## config.mk

```make
export PLATFORM = sky130hd
export DESIGN_NAME = adc_channel_config_control
export DESIGN_NICKNAME = d
export VERILOG_FILES = /design/src/adc_cfg_pkg.sv /design/src/adc_channel_config_control.sv
export SDC_FILE = /design/constraint.sdc
export NUM_CORES = 1
export LEC_CHECK = 0
export BUFFER_PORTS_ARGS = -buffer_cell sky130_fd_sc_hd__buf_2
export CAP_MARGIN = 10
export CORE_AREA = 2 2 124 102
export CTS_BUF_LIST = sky130_fd_sc_hd__clkbuf_8
export CTS_CLUSTER_DIAMETER = 60
export DETAILED_ROUTE_END_ITERATION = 7
export DIE_AREA = 0 0 126 104
export GPL_ROUTABILITY_DRIVEN = 0
export PLACE_DENSITY = 0.91
export SLEW_MARGIN = 30
export SYNTH_ARGS = -nofsm -noshare
export SYNTH_HDL_FRONTEND = slang
export SYNTH_SLANG_ARGS = --single-unit
export TNS_END_PERCENT = 100
```

## constraint.sdc

```tcl
create_clock -name ref_clk -period 4.8 [get_ports ref_clk]
set_clock_uncertainty 0.15 [all_clocks]
set_input_delay 1.2 -clock ref_clk [delete_from_list [all_inputs] [get_ports ref_clk]]
set_output_delay 1.2 -clock ref_clk [all_outputs]
set_load 0.01 [all_outputs]
```

## src/adc_cfg_pkg.sv

```systemverilog
`default_nettype none
package adc_cfg_pkg;

   // ==========================================================
   // register addresses
   localparam logic [3:0] ADDR_SETUP = 4'h0;
   localparam logic [3:0] ADDR_MUX   = 4'h1;
   localparam logic [3:0] ADDR_ACR   = 4'h2;
   localparam logic [3:0] ADDR_FIRST_CURRENT_SOURCE = 4'h3;
   localparam logic [3:0] ADDR_SECOND_CURRENT_SOURCE = 4'h4;
   localparam logic [3:0] ADDR_OFFSET_DAC_SETTING  = 4'h5;
   localparam logic [3:0] ADDR_DIO   = 4'h6;
   localparam logic [3:0] ADDR_DIR   = 4'h7;
   localparam logic [3:0] ADDR_RATE_DIVIDER_LOW  = 4'h8;
   localparam logic [3:0] ADDR_MDEC1 = 4'h9;

   // ==========================================================
   // field positions
   localparam int SETUP_SPEED  = 4;
   localparam int SETUP_REF_EN = 3;
   localparam int SETUP_HIGH_REFERENCE_SELECT = 2;
   localparam int SETUP_BUF_EN = 1;
   localparam int ACR_BOCS     = 7;
   localparam int MDEC1_FLAG   = 7;
   localparam int OFFSET_DAC_SETTING_SIGN    = 7;

   // ==========================================================
   // reset values
   localparam logic [7:0] SETUP_RESET = 8'h00;
   localparam logic [7:0] MUX_RESET   = 8'h01;
   localparam logic [7:0] ZERO_RESET  = 8'h00;
   localparam logic [7:0] DIR_RESET   = 8'h00;
   localparam logic [7:0] RATE_DIVIDER_LOW_RESET  = 8'h80;
   localparam logic [7:0] MDEC1_RESET = 8'h01;
   localparam logic [2:0] ID_CODE     = 3'h2; // arbitrary value

   // ==========================================================
   // codes and counts
   localparam logic [7:0]  MUX_TEMP_DIODE = 8'hff;
   localparam logic [7:0]  MOD_LAST_FAST  = 8'h7f; // divide by 128
   localparam logic [7:0]  MOD_LAST_SLOW  = 8'hff; // divide by 256
   localparam int          MOD_MSB_FAST   = 6;
   localparam int          MOD_MSB_SLOW   = 7;
   localparam logic [3:0]  CAL_ONE_PERIODS = 4'h7;
   localparam logic [3:0]  CAL_TWO_PERIODS = 4'he;
   localparam logic [10:0] DEC_ONE        = 11'h001;
   localparam logic [1:0]  SMODE_AUTO     = 2'h0;
   localparam logic [1:0]  SMODE_FAST     = 2'h1;
   localparam logic [1:0]  SMODE_SINC2    = 2'h2;

   typedef enum logic [2:0] {
      CAL_SELF_OFS, CAL_SELF_GAIN, CAL_SELF_BOTH, CAL_SYS_OFS, CAL_SYS_GAIN
   } cal_kind_t;

   typedef enum logic [1:0] {FILT_FAST, FILT_SINC2, FILT_SINC3} filter_t;

   typedef enum logic {PH_RUN, PH_CAL} phase_t;

   // input routing controls
   typedef struct packed {
      logic [3:0] pos_sel;
      logic [3:0] neg_sel;
      logic       ext_connect;
      logic       diode_connect;
      logic       first_current_source_to_diode;
      logic       burnout_source;
      logic       burnout_sink;
      logic       buffer_on;
   } route_t;

   // current sources, gain and offset
   typedef struct packed {
      logic [7:0] first_current_source_code;
      logic [1:0] first_current_source_range;
      logic [7:0] second_current_source_code;
      logic [1:0] second_current_source_range;
      logic [2:0] gain_code;
      logic       offset_dac_setting_negative;
      logic [6:0] offset_dac_setting_magnitude;
   } source_t;

endpackage
`default_nettype wire

```

## src/adc_channel_config_control.sv

```systemverilog
// Functional notes
// any channel may be positive input, any other negative input
// mux all ones routes temperature diode, anode positive, cathode negative
// temperature diode selection disconnects every external channel
// diode mode: first current source biases anode, stays on its pin
// burnout bit enables source on positive, sink on negative input
// input buffer on only when pin and control bit both high
// two current sources, each with 8-bit code and range bits
// gain code picks 1, 2, 4, 8, 16, 32, 64 or 128
// offset setting is sign-magnitude: top bit sign, seven bits size
// modulator clock is oscillator divided by 128 or 256 by speed
// reference enable bit switches reference, level bit picks 1.25/2.5V
// self offset or gain takes 7 periods, combined self takes 14
// system calibration uses host-applied input, done in 7 periods
// host calibrates after power-on, decimation or gain change
// host prefers system gain calibration at gain 8 or above
// ready flag goes low when any calibration finishes
// filter fast, sinc2, sinc3, or auto stepping after channel change
// host uses decimation multiple of four with fast filter
// all eight digital pins are inputs after power-up
// pin direction per bit; outputs drive their level register bit
// reading level register returns pin state for input pins
// host sets unused pins as outputs or grounded inputs
// ready flag low on new result, high again once read
`timescale 1ns/1ps
`default_nettype none
module adc_channel_config_control
   import adc_cfg_pkg::*;
(
   input  wire logic       ref_clk,
   input  wire logic       rst,
   input  wire logic       reg_wr,
   input  wire logic       reg_rd,
   input  wire logic [3:0] reg_addr,
   input  wire logic [7:0] reg_wdata,
   output var  logic [7:0] reg_rdata,
   input  wire logic       cal_start,
   input  wire cal_kind_t  cal_kind,
   input  wire logic       data_read,
   input  wire logic       buffer_enable_pin,
   input  wire logic [7:0] dio_in,
   output var  logic [7:0] dio_out,
   output var  logic [7:0] dio_oe,
   output var  logic       conversion_ready_flag_n,
   output var  logic       cal_busy,
   output var  logic       mod_clk,
   output var  logic       conv_strobe,
   output var  filter_t    filter_sel,
   output var  route_t     route,
   output var  source_t    source,
   output var  logic       ref_on,
   output var  logic       high_reference_select
);

   // ==========================================================
   // state
   typedef struct packed {
      logic [7:0]  setup;
      logic [7:0]  mux;
      logic [7:0]  analog_control_register;
      logic [7:0]  first_current_source;
      logic [7:0]  second_current_source;
      logic [7:0]  offset_dac_setting;
      logic [7:0]  pin_level_register;
      logic [7:0]  pin_output_select;
      logic [7:0]  rate_divider_low;
      logic [7:0]  filter_mode_rate_high;
      logic [7:0]  rdata;
      logic [7:0]  mod_cnt;
      logic        mod_clk;
      logic [10:0] dec_cnt;
      phase_t      phase;
      logic [3:0]  cal_cnt;
      logic [3:0]  cal_target;
      logic        ready_n;
      logic        strobe;
      filter_t     auto_stage;
      filter_t     filter;
      route_t      route;
      source_t     source;
      logic        ref_on;
      logic        ref_high;
   } state_t;

   state_t      s_reg;
   state_t      s_next;
   logic        mod_tick;
   logic        conv_done;
   logic [7:0]  mod_last;
   logic [10:0] dec_ratio;
   logic [7:0]  pin_view;
   logic        sel_change;

   // helper terms, rebuilt every cycle
   // mod_tick: last count of a modulator period
   // conv_done: last tick of one data period
   // pin_view: what a level register read returns
   // sel_change: channel or gain write that differs
   // read data kept apart from register images


   // ==========================================================
   // next state
   always_comb begin
      s_next = s_reg;
      s_next.strobe = 1'b0;
      sel_change = 1'b0;

      // defaults keep every path assigned;
      // strobe is a one-cycle pulse, dropped here

      // modulator clock divider
      // divide select
      mod_last = s_reg.setup[SETUP_SPEED] ? MOD_LAST_SLOW : MOD_LAST_FAST;
      mod_tick = (s_reg.mod_cnt >= mod_last);
      if (mod_tick) begin
         s_next.mod_cnt = '0;
      end else begin
         s_next.mod_cnt = s_reg.mod_cnt + 8'h01;
      end
      s_next.mod_clk = s_reg.setup[SETUP_SPEED]
                       ? s_next.mod_cnt[MOD_MSB_SLOW]
                       : s_next.mod_cnt[MOD_MSB_FAST];


      // speed change lets the count run to the new limit;
      // the >= compare stops overshoot from slow to fast

      // decimation counter: one data period per ratio of ticks
      dec_ratio = {s_reg.filter_mode_rate_high[2:0], s_reg.rate_divider_low};
      if (dec_ratio == '0) begin
         dec_ratio = DEC_ONE; // guard against a zero ratio
      end
      conv_done = mod_tick && (s_reg.dec_cnt >= dec_ratio - DEC_ONE);
      if (mod_tick) begin
         s_next.dec_cnt = conv_done ? '0 : s_reg.dec_cnt + DEC_ONE;
      end


      // read clear sits before the period end on purpose:
      // a result in the same cycle wins and keeps it low
      // during calibration only the last period lowers it

      // result read releases the ready flag
      // read clears flag
      if (data_read) begin
         s_next.ready_n = 1'b1;
      end

      // end of a data period
      if (conv_done) begin
         if (s_reg.phase == PH_CAL) begin
            // count calibration periods
            // system cal period count
            s_next.cal_cnt = s_reg.cal_cnt + 4'h1;
            if (s_next.cal_cnt == s_reg.cal_target) begin
               s_next.phase = PH_RUN;
               // flag low at cal end
               s_next.ready_n = 1'b0;
            end
         end else begin
            // new result, set wins
            s_next.ready_n = 1'b0;
            s_next.strobe = 1'b1;
            // auto filter stepping
            unique case (s_reg.auto_stage)
               FILT_FAST:  s_next.auto_stage = FILT_SINC2;
               FILT_SINC2: s_next.auto_stage = FILT_SINC3;
               FILT_SINC3: s_next.auto_stage = FILT_SINC3;
            endcase
         end
      end


      // a start mid calibration restarts the count;
      // flag stays high until the last period ends

      // calibration start restarts the data period
      if (cal_start) begin
         s_next.phase = PH_CAL;
         s_next.cal_cnt = '0;
         s_next.dec_cnt = '0;
         s_next.ready_n = 1'b1;
         // combined takes 14
         s_next.cal_target = (cal_kind == CAL_SELF_BOTH) ? CAL_TWO_PERIODS
                                                        : CAL_ONE_PERIODS;
      end


      // writes land one cycle after the strobe edge;
      // unmapped addresses fall to the default

      // register writes
      if (reg_wr) begin
         unique case (reg_addr)
            ADDR_SETUP: s_next.setup = reg_wdata;
            ADDR_MUX: begin
               s_next.mux = reg_wdata;
               sel_change = (reg_wdata != s_reg.mux);
            end
            ADDR_ACR: begin
               s_next.analog_control_register = reg_wdata;
               sel_change = (reg_wdata[2:0]
                             != s_reg.analog_control_register[2:0]);
            end
            ADDR_FIRST_CURRENT_SOURCE: s_next.first_current_source = reg_wdata;
            ADDR_SECOND_CURRENT_SOURCE: s_next.second_current_source = reg_wdata;
            ADDR_OFFSET_DAC_SETTING:  s_next.offset_dac_setting = reg_wdata;
            ADDR_DIO:   s_next.pin_level_register = reg_wdata;
            ADDR_DIR:   s_next.pin_output_select = reg_wdata;
            ADDR_RATE_DIVIDER_LOW:  s_next.rate_divider_low = reg_wdata;
            ADDR_MDEC1: s_next.filter_mode_rate_high = reg_wdata;
            default: ;
         endcase
      end
      // restart auto sequence
      if (sel_change) begin
         s_next.auto_stage = FILT_FAST;
      end


      // read data is registered, held to the next read;
      // output pins read back their own level bit

      // register reads, answered one cycle later
      // input pins read live
      pin_view = (s_reg.pin_output_select & s_reg.pin_level_register)
               | (~s_reg.pin_output_select & dio_in);
      if (reg_rd) begin
         unique case (reg_addr)
            ADDR_SETUP: s_next.rdata = {ID_CODE, s_reg.setup[4:0]};
            ADDR_MUX:   s_next.rdata = s_reg.mux;
            ADDR_ACR:   s_next.rdata = s_reg.analog_control_register;
            ADDR_FIRST_CURRENT_SOURCE: s_next.rdata = s_reg.first_current_source;
            ADDR_SECOND_CURRENT_SOURCE: s_next.rdata = s_reg.second_current_source;
            ADDR_OFFSET_DAC_SETTING:  s_next.rdata = s_reg.offset_dac_setting;
            ADDR_DIO:   s_next.rdata = pin_view;
            ADDR_DIR:   s_next.rdata = s_reg.pin_output_select;
            ADDR_RATE_DIVIDER_LOW:  s_next.rdata = s_reg.rate_divider_low;
            ADDR_MDEC1: begin
               s_next.rdata = s_reg.filter_mode_rate_high & 8'h77;
               s_next.rdata[MDEC1_FLAG] = s_reg.ready_n;
            end
            default:    s_next.rdata = 8'h00;
         endcase
      end


      // outputs use the next state, so each output
      // flop shows a new setting one cycle after a write

      // filter selection
      // filter select
      unique case (s_next.filter_mode_rate_high[5:4])
         SMODE_AUTO:  s_next.filter = s_next.auto_stage;
         SMODE_FAST:  s_next.filter = FILT_FAST;
         SMODE_SINC2: s_next.filter = FILT_SINC2;
         default:     s_next.filter = FILT_SINC3;
      endcase


      // all ones on the selector is kept for the diode

      // input routing
      // free channel pairing
      s_next.route.pos_sel = s_next.mux[7:4];
      s_next.route.neg_sel = s_next.mux[3:0];
      // diode on all ones
      s_next.route.diode_connect = (s_next.mux == MUX_TEMP_DIODE);
      // channels open
      s_next.route.ext_connect = (s_next.mux != MUX_TEMP_DIODE);
      // first source biases diode
      s_next.route.first_current_source_to_diode = (s_next.mux == MUX_TEMP_DIODE);
      // burnout pair
      s_next.route.burnout_source =
         s_next.analog_control_register[ACR_BOCS];
      s_next.route.burnout_sink =
         s_next.analog_control_register[ACR_BOCS];
      // pin and bit
      s_next.route.buffer_on =
         buffer_enable_pin & s_next.setup[SETUP_BUF_EN];


      // range and gain fields pass through as is;
      // the analog side decodes them

      // current sources, gain and offset
      // two current sources
      s_next.source.first_current_source_code = s_next.first_current_source;
      s_next.source.first_current_source_range = s_next.analog_control_register[4:3];
      s_next.source.second_current_source_code = s_next.second_current_source;
      s_next.source.second_current_source_range = s_next.analog_control_register[6:5];
      // gain code
      s_next.source.gain_code = s_next.analog_control_register[2:0];
      // sign and magnitude
      s_next.source.offset_dac_setting_negative = s_next.offset_dac_setting[OFFSET_DAC_SETTING_SIGN];
      s_next.source.offset_dac_setting_magnitude = s_next.offset_dac_setting[6:0];


      // reference controls
      s_next.ref_on = s_next.setup[SETUP_REF_EN];
      s_next.ref_high = s_next.setup[SETUP_HIGH_REFERENCE_SELECT];
   end

   // ==========================================================
   // state register
   // reset loads register defaults; routing
   // outputs mirror the selector reset value
   always_ff @(posedge ref_clk or posedge rst) begin
      if (rst) begin
         s_reg <= '0;
         s_reg.setup <= SETUP_RESET;
         s_reg.mux <= MUX_RESET;
         s_reg.analog_control_register <= ZERO_RESET;
         s_reg.offset_dac_setting <= ZERO_RESET;
         s_reg.pin_level_register <= ZERO_RESET;
         // pins start as inputs
         s_reg.pin_output_select <= DIR_RESET;
         s_reg.rate_divider_low <= RATE_DIVIDER_LOW_RESET;
         s_reg.filter_mode_rate_high <= MDEC1_RESET;
         s_reg.phase <= PH_RUN;
         s_reg.ready_n <= 1'b1;
         s_reg.auto_stage <= FILT_FAST;
         s_reg.filter <= FILT_FAST;
         s_reg.route.ext_connect <= 1'b1;
         s_reg.route.neg_sel <= MUX_RESET[3:0];
      end else begin
         s_reg <= s_next;
      end
   end

   // ==========================================================
   // outputs, all from flops
   // each output but cal_busy is a plain copy of a state flop
   // direction and level
   assign dio_oe = s_reg.pin_output_select;
   assign dio_out = s_reg.pin_level_register;
   assign reg_rdata = s_reg.rdata;
   assign conversion_ready_flag_n = s_reg.ready_n;
   assign cal_busy = (s_reg.phase == PH_CAL);
   assign mod_clk = s_reg.mod_clk;
   assign conv_strobe = s_reg.strobe;
   assign filter_sel = s_reg.filter;
   assign route = s_reg.route;
   assign source = s_reg.source;
   assign ref_on = s_reg.ref_on;
   assign high_reference_select = s_reg.ref_high;

endmodule
`default_nettype wire

```

==> impl_metrics.py <==
metrics = {
    "pwr": {
        "leakagePower_nw": 3.32,
        "vdd_drop_max_mv": 0.217,
        "power_density_nw_per_um2": 419,
        "total_power_mw": 3.07,
    },
    "synth": {
        "ys_types": 72,
        "synthArstFlopShare_pct": 100,
        "synth_common_cells": "dfrtp_1, buf_4, mux2_2",
        "synth_top_area_cell": "dfrtp_1",
        "synth_most_common_cell": "dfrtp_1",
        "synth_top_flop_cell": "dfrtp_1",
        "ys_top_cells_by_area": "dfrtp_1, mux2_2, buf_4",
        "synth_seq_cells": 120,
        "syn_area_um2": 6900,
        "yosysWarnings": 0,
        "netlist_instances": 642,
        "syn_nets": 689,
        "synth_edf_count": 0,
        "syn_avg_cell_area_um2": 10.8,
        "synth_top_area_share_pct": 41.7,
        "ys_seq_area_share_pct": 43.6,
    },
    "finish": {
        "finalNetCount": 714,
        "synthToLayoutAreaGrowth_pct": 5.98,
        "fin_area_um2": 7320,
        "nFillCells": 922,
        "largest_register_ffs": 55,
        "drive_gt1_share_pct": 35.0,
        "num_antenna_cells": 0,
        "final_util_pct": 61.5,
        "final_cell_count_no_fill": 830,
    },
    "clock_network": {
        "post_cts.repair.setup_buffers": 0,
        "clk_pin_slew_ps": 70,
        "cts_hold_buffers": 0,
        "worstSkewPairLatency_ps": 440,
        "cts_root_buffer": "clkbuf_8",
        "post_cts_resize_count": 0,
        "cts_tree": "done",
        "cts_buffer_depth": 2,
        "h-tree-depth": 4,
        "cts.sinks": 120,
        "numCtsBuffers": 17,
    },
    "routing": {
        "drt-wirelength-per-cell_um": 20.4,
        "wl_mm": 17.0,
        "drc": 0,
        "drtIter0Drc": 539,
        "firstDrtPassIters": 7,
        "vias": 5181,
        "ant_nets": 0,
        "vias_per_cell": 6.24,
    },
    "setup_path": {
        "worst_ep_required_time_ps": 5010,
        "regToRegSetupSlack_ps": 600,
        "max_stage_delay_ps": 600,
        "worstSetupEndpointType": "flip-flop",
        "crit_chain": "nor4_1 -> a31oi_1 -> ha_1 -> nand2_1 -> or2_2 -> nor4_1 -> xnor2_1 -> ha_1 -> nand4_1 -> nand2b_1 -> and2_1 -> or4_1 -> a21oi_1",
        "cp-startpoint": "s_reg[105]$_DFFE_PP1P_",
        "path_delay_family": "simple AND/OR/NAND/NOR gates",
        "reg2reg_from": "s_reg[105]$_DFFE_PP1P_",
        "cp.buffers_inverters": 0,
        "worstPathMaxFanout": 20,
        "cp-start-kind": "flip-flop",
        "worstPathArrival_ps": 4410,
        "path_class": "reg2reg",
        "slowest_stage": "dfstp_2",
    },
    "worst_hold_path": {
        "holdCritStartpoint": "s_reg[74]$_DFF_PP0_",
        "hp-class": "reg2reg",
    },
    "timing": {
        "rsz0062_at_grt": "false",
        "timing.hold.ws_ps": 329,
        "drv_slew": 0,
        "finalSetupTns_ps": 0,
        "slew_headroom_pct": 42.4,
        "worst_pin_slew_ps": 842,
        "finalHoldViolCount": 0,
        "period_share_pct": 87.5,
        "fin_crit_ps": 4200,
        "max_freq_mhz": 238,
        "report.final.setup_viol": 0,
        "fin_ws_ps": 600,
    },
    "global_routing": {
        "grt_max_degree": 53,
        "grtUsageMet3_pct": 7.61,
        "grt.total_usage_pct": 26.3,
        "grtUsageMet2_pct": 39.0,
        "busiest_layer": "met2",
        "gr-usage-met1_pct": 36.4,
        "grt_overflow": 0,
        "grt_antenna_before_repair": 0,
        "grt_pass1_wl_mm": 27.0,
        "grt_pass1_vias": 5133,
    },
    "placement": {
        "pre_cts_ws_ps": 699,
        "post_dp_cell_area_um2": 6950,
        "dpl.hpwl_mm": 12.1,
        "dp_cells": 800,
        "port_buffers": 106,
    },
    "job": {
        "drv_cap": 0,
    },
    "die": {
        "start_util_pct": 58.1,
        "pin_count": 107,
        "row_count": 36,
        "dieArea_um2": 13100,
        "fp.dieH_um": 104,
        "die_w_um": 126,
        "fp.coreArea_um2": 11900,
    },
    "run_status": {
        "status": "completed",
    },
}
-- per-layer routing --
| layer | share of wire (%) | vias to the layer above |
|---|---|---|
| li1 | - | 2284 |
| met1 | 41 | 2522 |
| met2 | 46 | 324 |
| met3 | 10 | 51 |
| met4 | 3.1 | 0 |
| met5 | 0 | - |
-- layout make-up --
cell class              count  area (µm²)  share of cell area, %
well taps                 152         190                   2.60
multi-input cells         395        3110                   42.4
flip-flops and latches    120        3010                   41.1
inverters                  25        96.3                   1.32
repair buffers            108         546                   7.46
clock inverters            11         109                   1.49
clock buffers              19         262                   3.57
-- cells in the final DEF, fill, tap and decap left out, types with 3 or more instances in the layout --
cell and n:
a222oi_1 3, buf_2 106, clkbuf_8 19, ha_1 17
or4_1 8, o21ai_0 11, o21a_1 3, nand4_1 6
a31oi_1 9, or2_2 5, o211ai_1 3, o22ai_1 9
nor3_1 7, xor2_1 18, and2_1 5, mux2_2 72
clkinv_2 5, nor2_1 29, a221oi_1 3, nand3_1 18
a21oi_1 20, inv_1 26, a41o_1 3, dfrtp_1 115
xnor2_1 15, and3_1 5, o21bai_1 3, dfstp_2 5
o2111ai_1 6, nand2_1 41, nand3b_1 5, a22oi_1 8
nor4_1 8, nand2b_1 4, mux2i_1 8
-- power breakdown --
part / internal, mW / leakage, nW / switching (mW)
clock: 0.475 / 0.199 / 0.399
sequential: 1.19 / 1.50 / 0.203
combinational: 0.356 / 1.63 / 0.441
total: 2.03 / 3.32 / 1.04
-- final timing paths --
kind	to	cells after the start
hold / removal	s_reg[74]$_DFF_PP0_	1
setup reg to reg	s_reg[60]$_DFFE_PP0P_	13
min in group asynchronous	s_reg[161]$_DFF_PP0_	2
max in group asynchronous	dio_out[2]$_DFFE_PP0P_	3
setup / recovery	s_reg[60]$_DFFE_PP0P_	13
hold reg to reg	s_reg[74]$_DFF_PP0_	1
-- worst reg2reg max path, cell delays in order, from the launching register on --
cell and delay (ps):
dfstp_2 600, nor4_1 90, a31oi_1 360, ha_1 310, nand2_1 120, or2_2 300, nor4_1 230, xnor2_1 110
ha_1 310, nand4_1 140, nand2b_1 280, and2_1 440, or4_1 550, a21oi_1 150
-- kinds of logic after synthesis --
group / after synthesis / share of synthesized area [%]
simple gates: 164 / 13.5
buf+inv: 127 / 11.4
flops: 120 / 43.6
compound gates: 98 / 10.5
mux: 83 / 13.8
xor+xnor: 33 / 4.19
fa+ha+maj: 17 / 3.08
(Power assumes the default switching activity.)
